--- config.mk ---
export PLATFORM = sky130hd
export DESIGN_NAME = pbmc_top
export DESIGN_NICKNAME = d
export VERILOG_FILES = /design/src/pbmc_pkg.sv /design/src/pbmc_ctl_if.sv /design/src/pbmc_top.sv /design/src/pbmc_srst_seq.sv /design/src/pbmc_restart_seq.sv
export SDC_FILE = /design/constraint.sdc
export NUM_CORES = 1
export LEC_CHECK = 0
export ABC_AREA = 1
export BUFFER_PORTS_ARGS = -buffer_cell sky130_fd_sc_hd__buf_2
export CORE_MARGIN = 4
export CORE_UTILIZATION = 55
export DETAILED_ROUTE_END_ITERATION = 10
export PLACE_DENSITY = 0.78
export SETUP_SLACK_MARGIN = 0.3
export SLEW_MARGIN = 30
export SYNTH_ARGS = -nofsm -noshare
export SYNTH_HDL_FRONTEND = slang
export SYNTH_SLANG_ARGS = --single-unit
--- constraint.sdc ---
create_clock -name clock -period 3.5 [get_ports clock]
set_input_delay 0.7 -clock clock [delete_from_list [all_inputs] [get_ports clock]]
set_output_delay 0.7 -clock clock [all_outputs]
set_load 0.01 [all_outputs]
--- src/pbmc_pkg.sv ---
// Constants and types for the PHY basic mode control register block
// Summary of operation
// - Reset bit restores defaults, self-clears when done
// - Loop-back bit enables loop-back, resets zero
// - Loop-back at 100 Mbps gives dead interval
// - Speed bit: one 100 Mbps, resets one
// - With auto-negotiation, speed reads negotiated value
// - Auto-negotiation enable resets one, overrides bits
// - Power-down bit; management still serviced
// - Restart bit reads one until negotiation begins
// - Restart ignored while auto-negotiation disabled
// - Clearing restart never aborts running negotiation
// - Duplex bit full when one, resets one
// - With auto-negotiation, duplex reads negotiated value
// - Collision test asserts collision while transmitting
// - Seven low reserved bits read zero

package pbmc_pkg;

	// ****************************************************
	// Register map
	// ****************************************************
	localparam logic [4:0] PBMC_ADDR_W   = 5'd5;
	localparam logic [4:0] PBMC_OFF_CTRL = 5'h00;

	// ****************************************************
	// Field positions
	// ****************************************************
	localparam int PBMC_BIT_RESET   = 15;
	localparam int PBMC_BIT_LOOP    = 14;
	localparam int PBMC_BIT_SPEED   = 13;
	localparam int PBMC_BIT_AN_EN   = 12;
	localparam int PBMC_BIT_PDOWN   = 11;
	localparam int PBMC_BIT_ISOLATE = 10;
	localparam int PBMC_BIT_RESTART = 9;
	localparam int PBMC_BIT_DUPLEX  = 8;
	localparam int PBMC_BIT_COLL    = 7;

	// ****************************************************
	// Reset values
	// ****************************************************
	localparam logic PBMC_RST_LOOP    = 1'b0;
	localparam logic PBMC_RST_SPEED   = 1'b1;
	localparam logic PBMC_RST_AN_EN   = 1'b1;
	localparam logic PBMC_RST_PDOWN   = 1'b0;
	localparam logic PBMC_RST_ISOLATE = 1'b0;
	localparam logic PBMC_RST_DUPLEX  = 1'b1;
	localparam logic PBMC_RST_COLL    = 1'b0;

	// ****************************************************
	// Timing
	// ****************************************************
	localparam int PBMC_CLK_PERIOD_NS = 8;
	localparam int PBMC_DEAD_TIME_MS  = 720;
	localparam int PBMC_DEAD_CYCLES   =
		(PBMC_DEAD_TIME_MS * 1000000) / PBMC_CLK_PERIOD_NS;
	localparam int PBMC_DEAD_CNT_W    = 27;
	localparam logic [4:0] PBMC_SRST_CYCLES = 5'd16;

	typedef enum logic [1:0] {
		PBMC_SR_IDLE,
		PBMC_SR_RUN,
		PBMC_SR_DONE
	} pbmc_srst_state_t;

endpackage : pbmc_pkg

--- src/pbmc_ctl_if.sv ---
// Control carrier between the register block and its sequencers
`timescale 1ns/100ps
`default_nettype none

interface pbmc_ctl_if;
	logic srst_start;
	logic srst_busy;
	logic restart_start;
	logic restart_pending;
	logic an_enable;
	logic an_began;

	modport top (
		output srst_start,
		input  srst_busy,
		output restart_start,
		input  restart_pending,
		output an_enable,
		output an_began
	);
	modport srst (
		input  srst_start,
		output srst_busy
	);
	modport restart (
		input  restart_start,
		output restart_pending,
		input  an_enable,
		input  an_began
	);
endinterface : pbmc_ctl_if

`default_nettype wire

--- src/pbmc_top.sv ---
// Basic mode control register of the embedded 10/100 PHY
`timescale 1ns/100ps
`default_nettype none

module pbmc_top #(
	parameter int DEAD_CYCLES = pbmc_pkg::PBMC_DEAD_CYCLES
) (
	input  wire logic        clock,
	input  wire logic        rst_n,
	input  wire logic [4:0]  mgmt_addr,
	input  wire logic        mgmt_wr_en,
	input  wire logic        mgmt_rd_en,
	input  wire logic [15:0] mgmt_wdata,
	output var  logic [15:0] mgmt_rdata,
	output var  logic        mgmt_rd_valid,
	input  wire logic        an_began,
	input  wire logic        an_speed_100,
	input  wire logic        an_full_duplex,
	output var  logic        phy_soft_reset,
	output var  logic        an_enable,
	output var  logic        an_restart_req,
	output var  logic        loopback_en,
	output var  logic        speed_100,
	output var  logic        full_duplex,
	output var  logic        power_down,
	output var  logic        isolate,
	output var  logic        coll_test,
	output var  logic        rx_dead_time
);

	// ****************************************************
	// Access decode
	// ****************************************************
	pbmc_ctl_if ctl ();

	logic hit_ctrl;
	logic wr_ctrl;

	assign hit_ctrl = (mgmt_addr == pbmc_pkg::PBMC_OFF_CTRL);
	// Writes landing while soft reset runs are dropped
	assign wr_ctrl  = mgmt_wr_en && hit_ctrl && !ctl.srst_busy;

	// ****************************************************
	// Control fields
	// ****************************************************
	logic loop_reg;
	logic speed_reg;
	logic an_en_reg;
	logic pdown_reg;
	logic isolate_reg;
	logic duplex_reg;
	logic coll_reg;

	always_ff @(posedge clock or negedge rst_n)
	begin
		if (!rst_n)
			loop_reg <= pbmc_pkg::PBMC_RST_LOOP;
		else if (ctl.srst_busy)
			loop_reg <= pbmc_pkg::PBMC_RST_LOOP;
		else if (wr_ctrl)
			loop_reg <= mgmt_wdata[pbmc_pkg::PBMC_BIT_LOOP];
	end

	always_ff @(posedge clock or negedge rst_n)
	begin
		if (!rst_n)
			speed_reg <= pbmc_pkg::PBMC_RST_SPEED;
		else if (ctl.srst_busy)
			speed_reg <= pbmc_pkg::PBMC_RST_SPEED;
		else if (wr_ctrl)
			speed_reg <= mgmt_wdata[pbmc_pkg::PBMC_BIT_SPEED];
	end

	always_ff @(posedge clock or negedge rst_n)
	begin
		if (!rst_n)
			an_en_reg <= pbmc_pkg::PBMC_RST_AN_EN;
		else if (ctl.srst_busy)
			an_en_reg <= pbmc_pkg::PBMC_RST_AN_EN;
		else if (wr_ctrl)
			an_en_reg <= mgmt_wdata[pbmc_pkg::PBMC_BIT_AN_EN];
	end

	// Register stays reachable in power-down; only the datapath sleeps
	always_ff @(posedge clock or negedge rst_n)
	begin
		if (!rst_n)
			pdown_reg <= pbmc_pkg::PBMC_RST_PDOWN;
		else if (ctl.srst_busy)
			pdown_reg <= pbmc_pkg::PBMC_RST_PDOWN;
		else if (wr_ctrl)
			pdown_reg <= mgmt_wdata[pbmc_pkg::PBMC_BIT_PDOWN];
	end

	// Stored as written; keeping it zero is up to software
	always_ff @(posedge clock or negedge rst_n)
	begin
		if (!rst_n)
			isolate_reg <= pbmc_pkg::PBMC_RST_ISOLATE;
		else if (ctl.srst_busy)
			isolate_reg <= pbmc_pkg::PBMC_RST_ISOLATE;
		else if (wr_ctrl)
			isolate_reg <= mgmt_wdata[pbmc_pkg::PBMC_BIT_ISOLATE];
	end

	always_ff @(posedge clock or negedge rst_n)
	begin
		if (!rst_n)
			duplex_reg <= pbmc_pkg::PBMC_RST_DUPLEX;
		else if (ctl.srst_busy)
			duplex_reg <= pbmc_pkg::PBMC_RST_DUPLEX;
		else if (wr_ctrl)
			duplex_reg <= mgmt_wdata[pbmc_pkg::PBMC_BIT_DUPLEX];
	end

	always_ff @(posedge clock or negedge rst_n)
	begin
		if (!rst_n)
			coll_reg <= pbmc_pkg::PBMC_RST_COLL;
		else if (ctl.srst_busy)
			coll_reg <= pbmc_pkg::PBMC_RST_COLL;
		else if (wr_ctrl)
			coll_reg <= mgmt_wdata[pbmc_pkg::PBMC_BIT_COLL];
	end

	// ****************************************************
	// Sequencers
	// ****************************************************
	assign ctl.srst_start    = wr_ctrl &&
		mgmt_wdata[pbmc_pkg::PBMC_BIT_RESET];
	// A zero written to the restart bit is simply not a request
	// A write that also turns negotiation off carries no restart
	assign ctl.restart_start = wr_ctrl &&
		mgmt_wdata[pbmc_pkg::PBMC_BIT_RESTART] &&
		mgmt_wdata[pbmc_pkg::PBMC_BIT_AN_EN];
	assign ctl.an_enable     = an_en_reg && !ctl.srst_busy;
	assign ctl.an_began      = an_began;

	// Fields are held at their defaults for the whole sequence
	pbmc_srst_seq u_srst (
		.clock (clock),
		.rst_n (rst_n),
		.ctl   (ctl.srst)
	);

	pbmc_restart_seq u_restart (
		.clock (clock),
		.rst_n (rst_n),
		.ctl   (ctl.restart)
	);

	// ****************************************************
	// Effective operating mode
	// ****************************************************
	logic speed_eff;
	logic duplex_eff;

	assign speed_eff  = an_en_reg ? an_speed_100 : speed_reg;
	assign duplex_eff = an_en_reg ? an_full_duplex
	                              : duplex_reg;

	// Registered so the mode pins never glitch as negotiation settles
	always_ff @(posedge clock or negedge rst_n)
	begin
		if (!rst_n)
		begin
			speed_100   <= pbmc_pkg::PBMC_RST_SPEED;
			full_duplex <= pbmc_pkg::PBMC_RST_DUPLEX;
		end
		else
		begin
			speed_100   <= speed_eff;
			full_duplex <= duplex_eff;
		end
	end

	// ****************************************************
	// Mode outputs
	// ****************************************************
	// Soft reset flag lags the sequencer by one clock, like every output
	always_ff @(posedge clock or negedge rst_n)
	begin
		if (!rst_n)
			phy_soft_reset <= 1'b0;
		else
			phy_soft_reset <= ctl.srst_busy;
	end

	// Negotiation engine sees enable and restart from flops only
	always_ff @(posedge clock or negedge rst_n)
	begin
		if (!rst_n)
		begin
			an_enable      <= pbmc_pkg::PBMC_RST_AN_EN;
			an_restart_req <= 1'b0;
		end
		else
		begin
			an_enable      <= an_en_reg;
			an_restart_req <= ctl.restart_pending;
		end
	end

	always_ff @(posedge clock or negedge rst_n)
	begin
		if (!rst_n)
		begin
			loopback_en <= pbmc_pkg::PBMC_RST_LOOP;
			coll_test   <= pbmc_pkg::PBMC_RST_COLL;
		end
		else
		begin
			loopback_en <= loop_reg;
			coll_test   <= coll_reg;
		end
	end

	// Isolate is passed on as written; keeping it clear is up to software
	always_ff @(posedge clock or negedge rst_n)
	begin
		if (!rst_n)
		begin
			power_down <= pbmc_pkg::PBMC_RST_PDOWN;
			isolate    <= pbmc_pkg::PBMC_RST_ISOLATE;
		end
		else
		begin
			power_down <= pdown_reg;
			isolate    <= isolate_reg;
		end
	end

	// ****************************************************
	// Loop-back dead interval
	// ****************************************************
	// Receive is held off while the descrambler relocks at 100 Mbps
	logic                                  loop_d_reg;
	logic [pbmc_pkg::PBMC_DEAD_CNT_W-1:0]  dead_cnt_reg;
	logic                                  dead_start;

	assign dead_start = loop_reg && !loop_d_reg && speed_eff;

	always_ff @(posedge clock or negedge rst_n)
	begin
		if (!rst_n)
			loop_d_reg <= pbmc_pkg::PBMC_RST_LOOP;
		else
			loop_d_reg <= loop_reg;
	end

	always_ff @(posedge clock or negedge rst_n)
	begin
		if (!rst_n)
		begin
			dead_cnt_reg <= '0;
			rx_dead_time <= 1'b0;
		end
		else if (dead_start)
		begin
			dead_cnt_reg <= pbmc_pkg::PBMC_DEAD_CNT_W'(DEAD_CYCLES - 1);
			rx_dead_time <= 1'b1;
		end
		else if (!loop_reg || ctl.srst_busy)
		begin
			dead_cnt_reg <= '0;
			rx_dead_time <= 1'b0;
		end
		else if (dead_cnt_reg != '0)
			dead_cnt_reg <= dead_cnt_reg - 1'b1;
		else
			rx_dead_time <= 1'b0;
	end

	// ****************************************************
	// Read path
	// ****************************************************
	function automatic logic [15:0] pbmc_ctrl_word(
		input logic rst_b,
		input logic rstrt_b
	);
		logic [15:0] w;
		w                              = 16'h0000;
		w[pbmc_pkg::PBMC_BIT_RESET]    = rst_b;
		w[pbmc_pkg::PBMC_BIT_LOOP]     = loop_reg;
		w[pbmc_pkg::PBMC_BIT_SPEED]    = speed_eff;
		w[pbmc_pkg::PBMC_BIT_AN_EN]    = an_en_reg;
		w[pbmc_pkg::PBMC_BIT_PDOWN]    = pdown_reg;
		w[pbmc_pkg::PBMC_BIT_ISOLATE]  = isolate_reg;
		w[pbmc_pkg::PBMC_BIT_RESTART]  = rstrt_b;
		w[pbmc_pkg::PBMC_BIT_DUPLEX]   = duplex_eff;
		w[pbmc_pkg::PBMC_BIT_COLL]     = coll_reg;
		return w;
	endfunction : pbmc_ctrl_word

	// A read in the cycle of a write still returns the old word
	always_ff @(posedge clock or negedge rst_n)
	begin
		if (!rst_n)
		begin
			mgmt_rdata    <= 16'h0000;
			mgmt_rd_valid <= 1'b0;
		end
		else
		begin
			mgmt_rd_valid <= mgmt_rd_en;
			if (mgmt_rd_en && hit_ctrl)
				mgmt_rdata <= pbmc_ctrl_word(ctl.srst_busy,
					ctl.restart_pending);
			else if (mgmt_rd_en)
				mgmt_rdata <= 16'h0000;
		end
	end

endmodule : pbmc_top

`default_nettype wire

--- src/pbmc_srst_seq.sv ---
// Software reset sequencer for the basic mode control register
`timescale 1ns/100ps
`default_nettype none

module pbmc_srst_seq (
	input  wire logic clock,
	input  wire logic rst_n,
	pbmc_ctl_if.srst  ctl
);
	pbmc_pkg::pbmc_srst_state_t state_reg;
	logic [4:0]                 cnt_reg;

	// Busy through the whole sequence, so the bit reads one until done
	always_ff @(posedge clock or negedge rst_n)
	begin
		if (!rst_n)
		begin
			state_reg <= pbmc_pkg::PBMC_SR_IDLE;
			cnt_reg   <= 5'h00;
		end
		else
		begin
			unique case (state_reg)
				pbmc_pkg::PBMC_SR_IDLE:
				begin
					cnt_reg <= 5'h00;
					if (ctl.srst_start)
						state_reg <= pbmc_pkg::PBMC_SR_RUN;
				end
				pbmc_pkg::PBMC_SR_RUN:
				begin
					cnt_reg <= cnt_reg + 5'h01;
					if (cnt_reg == pbmc_pkg::PBMC_SRST_CYCLES - 5'h01)
						state_reg <= pbmc_pkg::PBMC_SR_DONE;
				end
				pbmc_pkg::PBMC_SR_DONE:
					state_reg <= pbmc_pkg::PBMC_SR_IDLE;
				default:
					state_reg <= pbmc_pkg::PBMC_SR_IDLE;
			endcase
		end
	end

	assign ctl.srst_busy = (state_reg != pbmc_pkg::PBMC_SR_IDLE);

endmodule : pbmc_srst_seq

`default_nettype wire

--- src/pbmc_restart_seq.sv ---
// Auto-negotiation restart handshake for the basic mode control register
`timescale 1ns/100ps
`default_nettype none

module pbmc_restart_seq (
	input  wire logic   clock,
	input  wire logic   rst_n,
	pbmc_ctl_if.restart ctl
);
	logic pending_reg;

	// Cleared only when the negotiation engine starts, negotiation is off or a soft reset runs; a zero write cannot
	always_ff @(posedge clock or negedge rst_n)
	begin
		if (!rst_n)
			pending_reg <= 1'b0;
		else if (ctl.restart_start)
			pending_reg <= 1'b1;
		else if (!ctl.an_enable)
			pending_reg <= 1'b0;
		else if (ctl.an_began)
			pending_reg <= 1'b0;
	end

	assign ctl.restart_pending = pending_reg;

endmodule : pbmc_restart_seq

`default_nettype wire

==> impl_metrics.tcl, run 1 <==
set metrics [dict create \
    cp_max_fo 24 \
    power_frac_seq_pct 37.9 \
    setup_viol 0 \
    synthFlopType "dfrtp_1" \
    cp.arrival_ns 2.07 \
    drt-wirelength-per-cell_um 13.93 \
    p_sw_uw 876.1 \
    dieHeight_um 84.60 \
    worst-r2r-cell-count 6 \
    use_met2_pct 34.02 \
    relSlewSlack_pct 66.47 \
    power_density_mw_per_mm2 627.6 \
    critPathRequiredTime_ns 3.70 \
    critPathMaxStageDelay_ns 0.45 \
    core_mm2 0.005608 \
    synth.distinct_cells 32 \
    drt-total-wl_um 7175 \
    nNetsFinal 469 \
    hpwl_um 5281 \
    cts_tree "built" \
    path_cells "nor2_4, nand2_2, inv_2, nand2_4, nor3_1, a21oi_1" \
    finalCriticalPeriod_ns 1.869 \
    max-cap-violations 0 \
    drc 0 \
    cts_buffers 9 \
    via_count 2708 \
    gp_congestion 0.9253 \
    syn_area_mm2 0.003227 \
    rows 27 \
    worst-setup-path-type "reg -> reg" \
    rsz0062_at_grt "no" \
    clockRootBuffer "clkbuf_8" \
    die_area_mm2 0.007156 \
    skew_ns 0.006234 \
    pwr-share-clk_pct 26.2 \
    cts-hold-fix-buffers 0 \
    end_kind "flip-flop" \
    stdcell_area_mm2 0.003641 \
    final_util_pct 64.93 \
    hp-class "in -> async" \
    post-route-period-util_pct 53.41 \
    crit_family "simple AND/OR/NAND/NOR gates" \
    worst_slew_pin_slew_ns 0.5030 \
    intPower_uw 1409 \
    slowest_stage "dfrtp_1" \
    ioPinCount 55 \
    grt_pass1_vias 2623 \
    status "finished clean" \
    tns_ns 0 \
    path_buf_inv 1 \
    clock.fmax_ghz 0.5350 \
    power_uw 2285 \
    n_antenna_cell 0 \
    grt_usage_pct 21.35 \
    antenna_found_initial 0 \
    synth_edf_count 0 \
    use_met3_pct 3.729 \
    p_sw_share_pct 38.34 \
    syn-instance-count 391 \
    hold_violations 0 \
    synth_seq_cells 62 \
    crit_cells 6 \
    grt_max_degree 26 \
    timing.rr.start "u_srst.state_reg[1]$_DFFE_PN0P_" \
    final_common_cell "nand2_1" \
    vias_per_cell 5.258 \
    fillers 465 \
    drtPass1Iterations 4 \
    clock_latency_ns 0.33 \
    reg2reg_slack_ns 1.63 \
    ys_async_sr_fraction_pct 100.0 \
    ant_nets 0 \
    drive_above_1_share_pct 22.35 \
    clkTransAtPathRegs_ns 0.07 \
    post_cts_buffers 0 \
    final_cell_mix "68 x nand2_1, 56 x dfrtp_1, 53 x inv_1" \
    comb_power_share_pct 35.9 \
    overflow 0 \
    largest_register_ff_count 27 \
    grt_pass1_wl_um 12180 \
    busiest_layer "met2" \
    multi_input_area_mm2 0.001380 \
    die_w_um 84.60 \
    h-tree-depth 3 \
    ir_worst_vdd_mv 0.3560 \
    cts.path.max_buffers 2 \
    cp-start-kind "flip-flop" \
    r2r-end "dead_cnt_reg[19]$_DFFE_PN0P_" \
    slew_viol_final 0 \
    syn_area_per_cell_um2 8.253 \
    cp-endpoint "dead_cnt_reg[19]$_DFFE_PN0P_" \
    cts.sinks 62 \
    synth_warnings 0 \
    dpl_cell_area_mm2 0.003458 \
    initial_core_util_pct 57.54 \
    ctsResizeCount 0 \
    yosysSeqAreaShare_pct 48.31 \
    ff_latch_area_mm2 0.001559 \
    port_buffers 40 \
    setup.worst_path.start "u_srst.state_reg[1]$_DFFE_PN0P_" \
    syn2layout_area_growth_pct 12.83 \
    leakage_uw 0.001919 \
    grt_use_met1_pct 27.97 \
    drt_iter0_drc 203 \
]
[per-stage QoR]
step                      hold slack, ns  instances  worst slack [ns]
after global placement            0.3552        499             1.464
after detailed placement          0.3683        499             1.414
final                             0.3265        515             1.631
after floorplan                   0.3537        397             1.951
after global routing              0.3423        515             1.512
after CTS                         0.3321        515             1.620
[per-layer routing]
metal	up-vias	part of all wire, %	routed length [um]
met3	11	4.3	310
met5	-	0	0
li1	1351	-	-
met1	1278	46	3284
met2	68	48	3460
met4	0	1.7	119
[power groups by stage]
stage	Clock, uW	Combinational (uW)	Sequential, uW
after floorplan	0	630	874
after global placement	0	774	874
final	598	821	865
after CTS	606	813	865
after detailed placement	0	807	877
after global routing	640	926	878
[synthesized netlist by cell type (3+ instances only)]
cell	instances	area, um2
a21o_1	3	22.52
a21oi_1	12	60.06
a21oi_2	5	43.79
buf_4	10	75.07
dfrtp_1	56	1401
dfstp_2	6	157.7
ha_1	3	37.54
inv_1	53	198.9
nand2_1	68	255.2
nand2_2	5	31.28
nand3_1	41	205.2
nand4_1	10	62.56
nor2_1	43	161.4
nor2_2	12	75.07
nor2_4	3	33.78
nor3_1	13	65.06
o21ai_0	18	90.09
o21ai_1	3	15.01
o22ai_1	8	50.05
or2_2	4	25.02
[area by class of cell]
| cell class | instances | area share, % |
|---|---|---|
| inverters | 55 | 5.670 |
| clock inverters | 4 | 1.306 |
| flip-flops and latches | 62 | 42.82 |
| well taps | 72 | 2.474 |
| multi-input cells | 267 | 37.90 |
| repair buffers | 43 | 6.117 |
| clock buffers | 12 | 3.711 |
[how the worst min path moves through the flow]
stage	start	endpoint	slack [ns]	cells after the start
floorplan	coll_reg$_DFFE_PN0P_	coll_test$_DFF_PN0_	0.35	0
global route	rst_n	mgmt_rdata[8]$_DFFE_PN0P_	0.34	1
finish	rst_n	mgmt_rdata[7]$_DFFE_PN0P_	0.33	1
detailed placement	coll_reg$_DFFE_PN0P_	coll_test$_DFF_PN0_	0.37	0
global placement	pdown_reg$_DFFE_PN0P_	power_down$_DFF_PN0_	0.36	0
CTS	rst_n	mgmt_rdata[12]$_DFFE_PN0P_	0.33	1
[cell families after synthesis]
family / after synthesis / synth area share [%]
AOI/OAI and AO/OA: 50 / 8.957
and+or+nand+nor: 205 / 31.29
other: 1 / 0.1162
DFF: 62 / 48.31
adders and majority gates: 3 / 1.163
buffers and inverters: 68 / 9.616
xor gates and xnor gates: 2 / 0.5429
Power figures use the tool's default switching activity.
==> run 2, diff against run 1 <==
--- a/config.mk
+++ b/config.mk
@@ -5,12 +5,12 @@
 export SDC_FILE = /design/constraint.sdc
 export NUM_CORES = 1
 export LEC_CHECK = 0
-export ABC_AREA = 1
+export ABC_AREA = 0
 export BUFFER_PORTS_ARGS = -buffer_cell sky130_fd_sc_hd__buf_2
 export CORE_MARGIN = 4
-export CORE_UTILIZATION = 55
+export CORE_UTILIZATION = 49
 export DETAILED_ROUTE_END_ITERATION = 10
-export PLACE_DENSITY = 0.78
+export PLACE_DENSITY = 0.75
 export SETUP_SLACK_MARGIN = 0.3
 export SLEW_MARGIN = 30
 export SYNTH_ARGS = -nofsm -noshare
==> constraint.sdc (replaced) <==
create_clock -name clock -period 1.6 [get_ports clock]
set_input_delay 0.32 -clock clock [delete_from_list [all_inputs] [get_ports clock]]
set_output_delay 0.32 -clock clock [all_outputs]
set_load 0.01 [all_outputs]
==> impl_metrics.tcl, run 2 <==
set metrics [dict create \
    status "finished with violations" \
    violations "setup timing" \
    largest_register_ff_count 27 \
    hold_violations 0 \
    worst-setup-path-type "reg -> reg" \
    synth_top_area_share_pct 50.02 \
    layout_setup_ws_ns -0.3535 \
    max-cap-violations 0 \
    critPathRequiredTime_ns 1.82 \
    cp_max_fo 3 \
    grt_pass1_wl_um 11670 \
    cp-start-kind "flip-flop" \
    path_cells "or4_4, nand2b_4, or4_4, mux2i_1, o21ai_1" \
    initial_core_util_pct 50.56 \
    port_buffers 40 \
    die_area_mm2 0.006991 \
    cts_tree "built" \
    synthFlopType "dfrtp_1" \
    yosysSeqAreaShare_pct 55.65 \
    place_ws_ns -0.3837 \
    synth_seq_cells 62 \
    cts_buffers 9 \
    final_cell_mix "61 x buf_4, 56 x dfrtp_1, 37 x buf_2" \
    grt_pass1_vias 2468 \
    slew_viol_final 0 \
    use_met2_pct 36.73 \
    hold_ws_ns 0.1106 \
    fillers 385 \
    clock_latency_ns 0.34 \
    use_met3_pct 6.515 \
    h-tree-depth 3 \
    drive_above_1_share_pct 46.17 \
    finalCriticalPeriod_ns 1.953 \
    fin_cells 451 \
    netlist_top_cells_count "56 x dfrtp_1, 27 x nor2_1, 22 x o21ai_1" \
    synth_warnings 0 \
    cts.sinks 62 \
    ir_worst_vdd_mv 0.8623 \
    clkTransAtPathRegs_ns 0.07 \
    critPathMaxStageDelay_ns 0.56 \
    grt_use_met1_pct 24.54 \
    synth_edf_count 0 \
    syn_area_per_cell_um2 10.86 \
    hp-class "in -> reg" \
    grt_usage_pct 21.04 \
    synth.distinct_cells 46 \
    drc 0 \
    drt_iter0_drc 61 \
    syn-instance-count 258 \
    ff_latch_area_mm2 0.001559 \
    busiest_layer "met2" \
    core_mm2 0.005540 \
    path_common_cell "or4_4" \
    grt_max_degree 63 \
    power_density_mw_per_mm2 1518 \
    ant_nets 0 \
    final_common_cell "buf_4" \
    drt-total-wl_um 7062 \
    syn_area_mm2 0.002801 \
    vias_per_cell 5.257 \
    drt-wirelength-per-cell_um 15.66 \
    rows 27 \
    cts.path.max_buffers 2 \
    hpwl_um 4546 \
    placed_cells 420 \
    synth.most_common_cell "dfrtp_1" \
    gp_congestion 0.8350 \
    slowest_stage "or4_4" \
    setup_viol 28 \
    ys_async_sr_fraction_pct 100.0 \
    power_uw 6159 \
    overflow 0 \
    skew_ns 0.009335 \
    clock.fmax_ghz 0.5119 \
    synth.top_cells.by_area "dfrtp_1 50%, dfstp_2 5.6%, o21ai_1 3.9%, xnor2_1 3.8%, nor2_1 3.6%" \
    nNetsFinal 406 \
    die_w_um 83.61 \
    cp.arrival_ns 2.18 \
    syn2layout_area_growth_pct 44.84 \
    clockRootBuffer "clkbuf_8" \
    n_antenna_cell 0 \
    post-route-period-util_pct 122.1 \
    multi_input_area_mm2 0.001370 \
    end_kind "flip-flop" \
    yosysTopAreaCell "dfrtp_1" \
    drtPass1Iterations 4 \
    rsz0062_at_grt "yes" \
    ioPinCount 55 \
    antenna_found_initial 0 \
    leakage_uw 0.002098 \
    dieHeight_um 83.61 \
    via_count 2371 \
]
## run 2: cell count changes after synthesis, sizes merged, moves of 11 or more
cell and delta:
xnor2 +12, nand2 -58, inv -47, a22o +11
nor2 -33, nand3 -33
## run 2: cells by family after synthesis
| family | share of synthesized area [%] |
|---|---|
| mux | 3.707 |
| other cells | 0.1339 |
| compound gates | 12.51 |
| fa+ha+maj | 1.340 |
| buf+inv | 4.109 |
| simple gates | 17.24 |
| flops | 55.65 |
| xor+xnor | 5.315 |
## run 2: timing repair
action | in CTS | in global routing
hold buffers | 1 | 0
pin swaps | 14 | 11
gates resized for setup | 32 | 13
endpoints found under the hold margin | 56 | 0
gates cloned | 1 | 0
endpoints found under the setup margin | 35 | 34
buffers inserted | 8 | 6
## run 2: final cells by class
type	instances	area share (%)
Clock inverter	4	1.172
Sequential cell	62	38.42
Inverter	8	0.7401
Tap cell	72	2.220
Timing Repair Buffer	113	20.20
Clock buffer	11	3.484
Multi-Input combinational cell	181	33.76
## run 2: routing by layer
metal	wire length [um]	part of all wire, %	up-vias
met3	336	4.8	11
li1	-	-	1140
met4	127	1.8	0
met1	2872	41	1165
met5	0	0	-
met2	3726	53	55
## run 2: path summary, 6_finish.rpt
kind | from | endpoint | slack, ns | depth (start not counted)
max in group asynchronous | rst_n | speed_reg$_DFFE_PN1P_ | 0.77 | 3
min in group asynchronous | rst_n | dead_cnt_reg[5]$_DFFE_PN0P_ | 0.52 | 3
setup / recovery | dead_cnt_reg[14]$_DFFE_PN0P_ | dead_cnt_reg[24]$_DFFE_PN0P_ | -0.35 | 5
hold / removal | mgmt_rd_en | mgmt_rd_valid$_DFF_PN0_ | 0.11 | 1
hold reg to reg | isolate_reg$_DFFE_PN0P_ | isolate$_DFF_PN0_ | 0.40 | 0
setup reg to reg | dead_cnt_reg[14]$_DFFE_PN0P_ | dead_cnt_reg[24]$_DFFE_PN0P_ | -0.35 | 5
## run 2: per-stage QoR
step | area (um2) | utilization, % | TNS, ns
2_1_floorplan | 2909 | - | -3.937
3_3_place_gp | 3547 | 64.02 | -7.434
3_5_place_dp | 3547 | 64.02 | -8.781
4_1_cts | 3965 | 71.57 | -5.708
5_1_grt | 4058 | 73.24 | -7.427
6_report | 4058 | 73.24 | -5.745
## run 2: power breakdown
part / leakage [uW] / switching [uW] / internal [uW] / total [uW]
Combinational: 0.00117 / 1410 / 1620 / 3030
Sequential: 0.000835 / 81.7 / 1690 / 1770
Clock: 0.0000952 / 617 / 748 / 1370
## run 2: critical path, delay by kind of cell, from the launching register on
family	cells	cell delay, ns
simple gates	3	1.21
compound gates	1	0.08
flops	1	0.38
mux	1	0.19
